--- config.mk ---
export PLATFORM = sky130hd
export DESIGN_NAME = fog_fail_out
export DESIGN_NICKNAME = d
export VERILOG_FILES = /design/src/fog_pkg.sv /design/src/fog_fail_out.sv
export SDC_FILE = /design/constraint.sdc
export NUM_CORES = 1
export LEC_CHECK = 0
export ABC_AREA = 1
export BUFFER_PORTS_ARGS = -buffer_cell sky130_fd_sc_hd__clkbuf_2
export CORE_MARGIN = 2
export CORE_UTILIZATION = 55
export CTS_BUF_LIST = sky130_fd_sc_hd__clkbuf_4
export CTS_CLUSTER_SIZE = 14
export DETAILED_ROUTE_END_ITERATION = 7
export PLACE_DENSITY = 0.78
export SYNTH_ARGS = -nofsm -noshare
export SYNTH_HDL_FRONTEND = slang
export SYNTH_SLANG_ARGS = --single-unit
--- constraint.sdc ---
create_clock -name clk_i -period 3.3 [get_ports clk_i]
set_clock_uncertainty 0.1 [all_clocks]
set_input_delay 0.66 -clock clk_i [delete_from_list [all_inputs] [get_ports clk_i]]
set_output_delay 0.66 -clock clk_i [all_outputs]
set_load 0.01 [all_outputs]
--- src/fog_pkg.sv ---
// Purpose: Constants for the fail output and alternate pin block.
// Assumes: 125 MHz system clock.
// Notes: Register offsets are word indices on a plain register port.
package fog_pkg;
    localparam int unsigned CLK_HZ = 125000000;
    localparam int unsigned BLINK_MHZ = 1250; // 1.25 Hz in millihertz.
    localparam int unsigned PWM_HZ = 100;
    localparam int unsigned BLINK_HALF_CYC = CLK_HZ / (BLINK_MHZ * 2) * 1000;
    localparam int unsigned PWM_PERIOD_CYC = CLK_HZ / PWM_HZ;
    localparam int unsigned UV_LIMIT = 4;
    localparam logic [3:0] ADDR_CTRL = 4'h0;
    localparam logic [3:0] ADDR_STAT = 4'h1;
    localparam logic [3:0] ADDR_GPIO = 4'h2;
    localparam logic [3:0] ADDR_WAKE = 4'h3;
    localparam logic [3:0] ADDR_LVL = 4'h4;
    // Control register fields.
    localparam int CTRL_FORCE = 0;
    localparam int CTRL_OVRST = 1;
    localparam int CTRL_DC_LO = 2;
    // Status register fields; write one to clear the fail flag.
    localparam int STAT_FAIL = 0;
    localparam int STAT_WDF = 1;
    localparam int STAT_WDCNT = 2;
    typedef enum logic [5:0] {
        FOG_NORMAL = 6'h01,
        FOG_STOP = 6'h02,
        FOG_SLEEP = 6'h04,
        FOG_RESTART = 6'h08,
        FOG_SAFE = 6'h10,
        FOG_INIT = 6'h20
    } fog_mode_t;
    // Pin function per alternate pin.
    localparam logic [2:0] PF_FAIL = 3'h0;
    localparam logic [2:0] PF_OFF = 3'h1;
    localparam logic [2:0] PF_WAKE = 3'h2;
    localparam logic [2:0] PF_LOW = 3'h3;
    localparam logic [2:0] PF_HIGH = 3'h4;
endpackage

--- src/fog_fail_out.sv ---
// Purpose: Fail output logic with blink, dimmed PWM and alternate pin use.
// Assumes: Mode and failure events come from the chip state logic, synchronous.
// Notes: Open-drain pins: output enable low means pin pulled low.
// Behaviour
// - three active-low open-drain fail outputs together
// - watchdog fails trip on 2nd (cfg3/4) or 1st
// - thermal and regulator short trip outputs
// - overvoltage trips only with reset enable
// - four consecutive undervoltages trip outputs
// - trip requests safe state mode, watchdog per config
// - fail flag reports output activation
// - force bit independent of failure flags
// - force cleared by write without watchdog
// - release needs no cause and flag clear
// - watchdog flag cleared on kick/sleep/non-watchdog cause/stop-off
// - config 2 first watchdog fail sets no fail flag
// - static low and 1.25 Hz blink
// - dimmed 100 Hz PWM default 20 percent
// - duty select 20, 10, 5, 2.5 percent
// - pins two and three default to fail function
// - wake pin events recorded in wake status
// - switch pins give no extra diagnostics
// - live pin levels shown in normal/stop
// - fail pins fixed in stop/sleep, active safe
// - wake/switch pin behaviour per mode; normal-only config
// - restart exit resumes function, fail stays active
`timescale 1ns/1ps
`default_nettype none
module fog_fail_out
    import fog_pkg::*;
#(
    parameter int unsigned BLINK_HALF = BLINK_HALF_CYC,
    parameter int unsigned PWM_PERIOD = PWM_PERIOD_CYC
)
(
    input wire logic clk_i, // System clock.
    input wire logic reset_i, // Asynchronous reset, active high.
    input wire logic [3:0] addr_i, // Register index.
    input wire logic [7:0] wdata_i, // Write data.
    input wire logic wr_i, // Write strobe.
    input wire logic rd_i, // Read strobe.
    output logic [7:0] rdata_o, // Read data, cycle after read.
    input wire logic [5:0] mode_i, // Chip mode, one-hot.
    input wire logic [1:0] hw_cfg_i, // Hardware config 1..4 as 0..3.
    input wire logic watchdog_fail_flag_i, // Watchdog trigger failure pulse.
    input wire logic wd_ok_i, // Successful watchdog trigger pulse.
    input wire logic wd_off_stop_i, // Watchdog disabled in stop mode.
    input wire logic thermal_shutdown_second_level_i, // Second level thermal shutdown level.
    input wire logic short_i, // Main regulator shorted level.
    input wire logic ov_i, // Main regulator overvoltage level.
    input wire logic uv_event_i, // Undervoltage event pulse.
    input wire logic uv_ok_i, // Regulator recovered pulse; breaks sequence.
    input wire logic [1:0] pin_in_i, // Sensed level of pins two and three.
    output logic safe_req_o, // Request to enter safe state mode.
    output logic [2:0] fail_oe_n_o, // Fail pins, low pulls pin low.
    output logic [1:0] hs_drive_o, // High-side switch on for pins two, three.
    output logic [1:0] wake_o // Wake event pulse for pins two, three.
);
    fog_mode_t mode;
    assign mode = fog_mode_t'(mode_i);

    logic fail_q, wdf_q, force_q, ovrst_q;
    logic [1:0] wdcnt_q;
    logic [1:0] dc_q;
    logic [2:0] uvcnt_q;
    logic [5:0] gpio_q;
    logic [1:0] wk_stat_q;
    logic [1:0] lvl_q;
    logic [1:0] pin_prev_q;
    logic [31:0] blink_cnt_q;
    logic blink_q;
    logic [31:0] pwm_cnt_q;
    logic active_q;

    function automatic logic [2:0] pf(input logic [5:0] g, input int i);
        pf = (i == 0) ? g[2:0] : g[5:3];
    endfunction

    // Causes other than the watchdog.
    logic cause_now, wd_trip, wd_sets_flag, wd_to_safe, wr_ctrl, wr_stat;
    assign cause_now = thermal_shutdown_second_level_i || short_i || (ov_i && ovrst_q)
        || (uv_event_i && uvcnt_q == 3'(UV_LIMIT - 1));
    // Configs 3 and 4 trip on second failure, 1 and 2 on the first.
    assign wd_trip = watchdog_fail_flag_i && (hw_cfg_i[1] ? (wdcnt_q != 2'h0) : 1'b1);
    assign wd_sets_flag = wd_trip && !(hw_cfg_i == 2'h1 && wdcnt_q == 2'h0);
    assign wd_to_safe = wd_trip && hw_cfg_i != 2'h1;
    assign wr_ctrl = wr_i && addr_i == ADDR_CTRL;
    assign wr_stat = wr_i && addr_i == ADDR_STAT;

    always_ff @(posedge clk_i or posedge reset_i)
    begin
        if (reset_i)
            uvcnt_q <= 3'h0;
        else if (uv_ok_i)
            uvcnt_q <= 3'h0;
        else if (uv_event_i && uvcnt_q != 3'(UV_LIMIT))
            uvcnt_q <= uvcnt_q + 3'h1;
    end

    always_ff @(posedge clk_i or posedge reset_i)
    begin
        if (reset_i)
            wdcnt_q <= 2'h0;
        else if (watchdog_fail_flag_i && wdcnt_q != 2'h3)
            wdcnt_q <= wdcnt_q + 2'h1;
        else if (wd_ok_i)
            wdcnt_q <= 2'h0;
    end

    // Set wins over clear on both flags.
    always_ff @(posedge clk_i or posedge reset_i)
    begin
        if (reset_i)
            wdf_q <= 1'b0;
        else if (watchdog_fail_flag_i)
            wdf_q <= 1'b1;
        else if (wd_ok_i || mode == FOG_SLEEP || (cause_now && !wd_trip)
                 || (mode == FOG_STOP && wd_off_stop_i))
            wdf_q <= 1'b0;
    end

    always_ff @(posedge clk_i or posedge reset_i)
    begin
        if (reset_i)
            fail_q <= 1'b0;
        else if (cause_now || wd_sets_flag)
            fail_q <= 1'b1;
        else if (wr_stat && wdata_i[STAT_FAIL] && !wdf_q && !thermal_shutdown_second_level_i && !short_i)
            fail_q <= 1'b0;
    end

    // Output activity follows cause and flag; config 2 first fail drives pins only.
    always_ff @(posedge clk_i or posedge reset_i)
    begin
        if (reset_i)
            active_q <= 1'b0;
        else if (cause_now || wd_trip)
            active_q <= 1'b1;
        else if (!fail_q && !wdf_q && !thermal_shutdown_second_level_i && !short_i && mode == FOG_NORMAL)
            active_q <= 1'b0;
    end

    always_ff @(posedge clk_i or posedge reset_i)
    begin
        if (reset_i)
            safe_req_o <= 1'b0;
        else
            safe_req_o <= cause_now || wd_to_safe;
    end

    // Configuration writes only land in normal mode.
    always_ff @(posedge clk_i or posedge reset_i)
    begin
        if (reset_i)
        begin
            force_q <= 1'b0;
            ovrst_q <= 1'b0;
            dc_q <= 2'h0;
            gpio_q <= {PF_FAIL, PF_FAIL};
        end
        else if (wr_i && mode == FOG_NORMAL)
        begin
            if (wr_ctrl)
            begin
                force_q <= wdata_i[CTRL_FORCE];
                ovrst_q <= wdata_i[CTRL_OVRST];
                dc_q <= wdata_i[CTRL_DC_LO+:2];
            end
            if (addr_i == ADDR_GPIO)
                gpio_q <= wdata_i[5:0];
        end
    end

    always_ff @(posedge clk_i or posedge reset_i)
    begin
        if (reset_i)
        begin
            blink_cnt_q <= 32'h0;
            blink_q <= 1'b0;
        end
        else if (blink_cnt_q >= BLINK_HALF - 1)
        begin
            blink_cnt_q <= 32'h0;
            blink_q <= !blink_q;
        end
        else
            blink_cnt_q <= blink_cnt_q + 32'h1;
    end

    always_ff @(posedge clk_i or posedge reset_i)
    begin
        if (reset_i)
            pwm_cnt_q <= 32'h0;
        else if (pwm_cnt_q >= PWM_PERIOD - 1)
            pwm_cnt_q <= 32'h0;
        else
            pwm_cnt_q <= pwm_cnt_q + 32'h1;
    end

    // 20 % is one fifth; each step halves it.
    logic [31:0] pwm_on;
    assign pwm_on = (PWM_PERIOD / 5) >> dc_q;

    logic drive_fail;
    assign drive_fail = active_q || force_q;
    logic [1:0] lvl_en;
    assign lvl_en = {2{mode == FOG_NORMAL || mode == FOG_STOP}};

    // Switch pins are off in restart and safe state; no diagnostics kept.
    logic sw_ok;
    assign sw_ok = mode != FOG_RESTART && mode != FOG_SAFE;

    logic [2:0] oe_n_d;
    logic [1:0] hs_d;
    always_comb
    begin
        oe_n_d = 3'h7;
        hs_d = 2'h0;
        oe_n_d[0] = !drive_fail;
        for (int i = 0; i < 2; i++)
        begin
            case (pf(gpio_q, i))
                PF_FAIL:
                    if (drive_fail)
                        oe_n_d[i+1] = (i == 0) ? blink_q : !(pwm_cnt_q < pwm_on);
                PF_LOW:
                    oe_n_d[i+1] = !sw_ok;
                PF_HIGH:
                    hs_d[i] = sw_ok;
                default:
                    oe_n_d[i+1] = 1'b1;
            endcase
        end
    end

    always_ff @(posedge clk_i or posedge reset_i)
    begin
        if (reset_i)
        begin
            fail_oe_n_o <= 3'h7;
            hs_drive_o <= 2'h0;
        end
        else
        begin
            fail_oe_n_o <= oe_n_d;
            hs_drive_o <= hs_d;
        end
    end

    // Wake pins: edge of either direction, off in safe state mode.
    logic [1:0] wk_d;
    always_comb
    begin
        wk_d = 2'h0;
        for (int i = 0; i < 2; i++)
            wk_d[i] = pf(gpio_q, i) == PF_WAKE && mode != FOG_SAFE
                && pin_in_i[i] != pin_prev_q[i];
    end

    always_ff @(posedge clk_i or posedge reset_i)
    begin
        if (reset_i)
        begin
            pin_prev_q <= 2'h3;
            wake_o <= 2'h0;
            lvl_q <= 2'h0;
        end
        else
        begin
            pin_prev_q <= pin_in_i;
            wake_o <= wk_d;
            lvl_q <= lvl_en & pin_in_i;
        end
    end

    always_ff @(posedge clk_i or posedge reset_i)
    begin
        if (reset_i)
            wk_stat_q <= 2'h0;
        else
            wk_stat_q <= wk_d | (wk_stat_q
                & ~((wr_i && addr_i == ADDR_WAKE) ? wdata_i[1:0] : 2'h0));
    end

    always_ff @(posedge clk_i or posedge reset_i)
    begin
        if (reset_i)
            rdata_o <= 8'h0;
        else if (rd_i)
            case (addr_i)
                ADDR_CTRL: rdata_o <= {4'h0, dc_q, ovrst_q, force_q};
                ADDR_STAT: rdata_o <= {4'h0, wdcnt_q, wdf_q, fail_q};
                ADDR_GPIO: rdata_o <= {2'h0, gpio_q};
                ADDR_WAKE: rdata_o <= {6'h0, wk_stat_q};
                ADDR_LVL: rdata_o <= {6'h0, lvl_q};
                default: rdata_o <= 8'h0;
            endcase
        else
            rdata_o <= 8'h0;
    end
endmodule
`default_nettype wire

Word-level counts from Yosys, hierarchy flattened. Cells that the tools add are included.

Input port bits: 34. Output and inout bits: 16. Word-level logic and storage cells: 136. Register bits: 105.

Magnitude comparators: 3. Add/subtract/negate cells: 4. Bitwise operators: 4. Reduce and logical (&&, ||, !) cells: 60. Equal/unequal tests: 22. Shifts and indexed selects: 1. Multiplexer cells: 22.

Operators by type and width (count): 32-bit by 1-bit adder with 32-bit output, second input constant (2); 32-bit 2-to-1 mux (2); 32-bit by 21-bit greater-or-equal comparator with 1-bit output, second input constant (1); 32-bit by 26-bit greater-or-equal comparator with 1-bit output, second input constant (1); 32-bit less-than comparator (1); 18-bit by 2-bit >> shifter with 32-bit output, first input constant (1); 6-bit one-hot mux with 5 select lines (1); 1-bit logical AND (27); 3-bit by 2-bit == test with 1-bit output, second input constant (5); 2-bit nonzero test (6); 1-bit logical OR (11); 1-bit 2-to-1 mux (11); 1-bit zero test (10); 4-bit by 2-bit == test with 1-bit output, second input constant (2); 8-bit 2-to-1 mux (1); 3-bit == test, second input constant (2); 6-bit by 1-bit == test with 1-bit output, second input constant (1); 6-bit by 2-bit == test with 1-bit output, second input constant (1); 6-bit by 3-bit == test with 1-bit output, second input constant (1); 3-bit zero test (2); 2-bit 2-to-1 mux (3); 3-bit 2-to-1 mux (2); 6-bit by 4-bit != test with 1-bit output, second input constant (1); 6-bit by 5-bit != test with 1-bit output, second input constant (1); other kinds (16) (20).

Logic depth before layout (Yosys ltp).
Word-level depth: 9. Mapped depth: 16. Depth with buffers taken out: 16.

Worst setup path after synthesis. No wires, ideal clock.

Kind: reg2reg. Start point: register dc_q[0]. End point: register fail_oe_n_o[2]. Buffers on the path: 0. Library setup time: 78 ps. Data required time: 3122 ps. Data arrival time: 1540 ps. Stages on the path, launching flop included: 15. Setup slack: 1582 ps. Cell sequence: dfrtp_1 > inv_1 > ha_1 > inv_1 > ha_1 > nand2_1 > inv_1 > a21oi_1 > nand2_1 > nand2_1 > nand2_1 > nand2_1 > nand2_1 > nand2_1 > nand2_1.

Word-level cells in the longest chain between the ends: 5.

RTL lines: start: declaration (line fog_fail_out.sv:64) `logic [1:0] dc_q;`; start signal: assignment (line fog_fail_out.sv:167) `dc_q <= wdata_i[CTRL_DC_LO+:2];`; 18-bit by 2-bit >> shifter with 32-bit output (line fog_fail_out.sv:202) `assign pwm_on = (PWM_PERIOD / 5) >> dc_q;`; 32-bit less-than comparator (line fog_fail_out.sv:225) `oe_n_d[i+1] = (i == 0) ? blink_q : !(pwm_cnt_q < pwm_on);`; 1-bit zero test (line fog_fail_out.sv:225); 1-bit 2-to-1 mux (line fog_fail_out.sv:224) `if (drive_fail)`; 1-bit one-hot mux with 2 select lines (line fog_fail_out.sv:222) `case (pf(gpio_q, i))`; net oe_n_d[2] (line fog_fail_out.sv:213) `logic [2:0] oe_n_d;`; end signal: assignment (line fog_fail_out.sv:245) `fail_oe_n_o <= oe_n_d;`; end: declaration (line fog_fail_out.sv:55) `output logic [2:0] fail_oe_n_o,`.

The timed path passes the listed nets, and every way through them passes these cells. A chain may end at the register's enable or synchronous reset.

Final worst setup path.
Start point: register pwm_cnt_q[0]. End point: register pwm_cnt_q[17].

Word-level cells in the longest chain between the ends: 2. Elaborated cells on any way between the ends: 3. Those cells by class: 1 x add/sub; 1 x order compare; 1 x mux.

RTL lines: start: declaration (line fog_fail_out.sv:72) `logic [31:0] pwm_cnt_q;`; start signal: assignment (line fog_fail_out.sv:197) `pwm_cnt_q <= pwm_cnt_q + 32'h1;`; 32-bit by 1-bit adder with 32-bit output / 32-bit by 21-bit greater-or-equal comparator with 1-bit output (equally long branches) (line fog_fail_out.sv:197, fog_fail_out.sv:194); 32-bit 2-to-1 mux * (line fog_fail_out.sv:194) `else if (pwm_cnt_q >= PWM_PERIOD - 1)`.

Mark *: on every way between the ends. The rest lies on a longest branch, timed or not.

==> run_results.csv <==
group,metric,value,unit
yosys,synth_ff_type,"dfrtp_1",
yosys,ys_ff_latch,103,
route,wire_per_inst,12.54,µm
grt,grt_pass1_wl,18950,µm
sta,max_freq,453.1,MHz
route,drcViolationCount,0,
clocking,cts.sinks,103,
die,die_area,10640,µm²
yosys,synth_commonest_cells,"nand2_1 (131), nor2_1 (109), inv_1 (100)",
sta,period_minus_slack,2.207,ns
clocking,cts_tree,"yes",
power_and_ir_drop,power.density,358.7,nW/µm²
grt,grt_pass1_vias,4249,
yosys,synth-edff-count,0,
setup_path,worstSetupStartpoint,"pwm_cnt_q[0]",
sta,maxSlewHeadroom,50.79,%
route,postRouteAntennaNets,0,
layout,regArea,2584,µm²
die,fp.coreArea,9639,µm²
die,dieWidth,103.1,µm
min_path,min_path_type,"in2async",
route,vias,4440,
yosys,synthTopCellsByArea,"dfrtp_1 (45%), nand2_1 (9.1%), nor2_1 (7.6%)",
sta,hold_violations,0,
clocking,clock_path_buffers,2,
power_and_ir_drop,p_leak,2.874,nW
setup_path,r2r_end,"pwm_cnt_q[17]",
setup_path,path_cells,"ha_1 > nand3_1 > a21oi_1 > nand2_1 > nand2_1 > nand2_1 > nand2_1 > inv_1 > nand2_1 > nor2_1",
grt,grt_max_degree,47,
clocking,clockRootBuffer,"clkbuf_4",
power_and_ir_drop,peakVddDrop,341.7,µV
sta,rsz0062_at_grt,"no",
yosys,synth_compound_area_share,5.394,%
layout,final_cells,878,
route,firstDrtPassIters,5,
yosys,yosys_warnings,0,
setup_path,path_class,"reg2reg",
clocking,clk_latency,0.48,ns
yosys,yosys.area_share.simple,28.08,%
setup_path,cp.arrival,2.51,ns
die,start_util,56.07,%
job,drv_cap,0,
setup_path,r2r-start,"pwm_cnt_q[0]",
route,wl,11010,µm
yosys,synth-adder-area-share,5.787,%
yosys,synth.most_common_cell,"nand2_1",
route,drtIter0Drc,217,
yosys,yosysTopAreaCell,"dfrtp_1",
yosys,synth_xor_area_share,4.375,%
layout,post-route-util,62.06,%
setup_path,cp-start-kind,"flop",
yosys,synth_mux_area_share,0,%
grt,antenna_found_initial,0,
setup_path,cpMostUsedCell,"nand2_1",
layout,diodes,0,
clocking,post_cts_buffers,0,
setup_path,worst_ep_required_time,3.60,ns
setup_path,end_kind,"flop",
yosys,synth_top_family_by_area,"simple AND/OR/NAND/NOR gates",
layout,drive_gt1_share,12.75,%
setup_path,r2r.worst_path.cells,10,
die,num_rows,36,
clocking,cts_hold_buf,0,
run_status,status,"finished, final reports clean",
yosys,async_reset_ff_share,100.0,%
grt,grt_use_total,23.01,%
yosys,avgSynthCellArea,8.055,µm²
setup_path,r2r_slack,1.09,ns
die,io_pins,50,
layout,multi_input_area,2430,µm²
sta,drv_slew,0,
setup_path,cp_max_fo,21,
placement,hpwl,8400,µm
setup_path,crit_end,"pwm_cnt_q[17]",
route,vias_per_cell,5.057,
sta,min_period_over_period,66.88,%
placement,gp_congestion,0.9045,
yosys,synth_area,5405,µm²
clocking,cts_made_buffers,9,
yosys,synth_cell_types,38,
sta,tightest_slew,0.7364,ns
yosys,syn-instance-count,671,
layout,num-fill-cells,874,
clocking,clk_pin_slew_worst_paths,0.18,ns
grt,grt_overflow,0,
yosys,yosys.area.top_type_share,45.37,%
sta,setup_viol,0,
layout,final_nets,799,
die,die_h,103.1,µm
placement,portBuffers,45,
placement,place_inst,862,
clocking,htree_num_levels,3,
yosys,ys_seq_area_share,47.80,%
sta,setup-tns-final,0,ns
sta,holdWs,0.03320,ns
setup_path,slowest_stage,"nand2_1",
setup_path,max_stage_delay,0.55,ns
clocking,cts_resized,0,
layout,syn_to_final_growth,10.67,%
-- metal layers --
| layer | vias up | GRT usage (%) | part of all wire, % |
|---|---|---|---|
| li1 | 2238 | - | - |
| met1 | 2053 | 29.09 | 43 |
| met2 | 126 | 38.36 | 49 |
| met3 | 23 | 6.237 | 5.6 |
| met4 | 0 | 7.794 | 2.1 |
| met5 | - | 0 | 0 |
-- sequential cells by signal (all words and copies together), names as in the netlist, 3 cells and up --
register,flops
blink_cnt_q,32
fail_oe_n_o,3
gpio_q,6
pwm_cnt_q,32
rdata_o,6
uvcnt_q,3
-- stage by stage --
step / setup slack [ns] / total power [mW] / area, µm²
after global routing: 0.8269 / 2.257 / 5982
after detailed placement: 1.131 / 1.529 / 5846
final: 1.093 / 2.146 / 5982
after floorplan: 1.313 / 1.461 / 5477
after global placement: 1.145 / 1.518 / 5846
after CTS: 1.101 / 2.171 / 5982
-- cell families after synthesis --
family,count (synthesis)
and+or+nand+nor,346
DFF,103
AOI/OAI and AO/OA,54
xor gates and xnor gates,27
adders and majority gates,25
buffers and inverters,115
other,1
-- worst min-delay path by stage --
stage / to / slack, ns / cells after the start
after floorplan: fail_oe_n_o[0] / 0.29 / 1
after global placement: fail_oe_n_o[0] / 0.33 / 1
after detailed placement: fail_oe_n_o[0] / 0.34 / 1
after CTS: wdf_q / 0.009 / 2
after global routing: wdf_q / 0.01 / 2
final: blink_cnt_q[0] / 0.03 / 2
-- critical path: cells and delay by family, from the launching register on --
family	cells	cell delay (ns)
compound gates	1	0.19
fa+ha+maj	1	0.22
buf+inv	1	0.09
flops	1	0.47
simple gates	7	1.06
-- report_power, final --
part           internal [mW]  switching, mW  leakage (nW)
clock                  0.173          0.469        0.0727
sequential              1.31         0.0242          1.34
combinational         0.0635          0.108          1.46
-- placed cells by master (no fill, tap or decap), types with 2 or more instances in the layout --
cell type	n
a21oi_1	19
buf_4	2
clkbuf_2	45
clkbuf_4	9
clkinv_4	2
clkinvlp_4	2
conb_1	19
dfrtp_1	98
dfstp_2	5
ha_1	25
inv_1	99
inv_2	7
inv_8	2
nand2_1	131
nand3_1	38
nand3b_1	2
nand4_1	16
nor2_1	109
nor2_2	6
nor2_4	3
nor3_1	24
nor4_1	6
o21ai_0	20
o21ai_1	6
o22ai_1	2
o31ai_1	2
or2_2	4
xnor2_1	10
xor2_1	17
-- cell type report --
class                           instances  share of cell area [%]
Tap cell                              133                   2.782
Sequential cell                       103                   43.19
Clock inverter                          7                   1.150
Multi-Input combinational cell        471                   40.62
Timing Repair Buffer                   48                   4.351
Inverter                              107                   6.777
Clock buffer                            9                   1.129
Note: power is estimated with default switching activity, not from simulation.
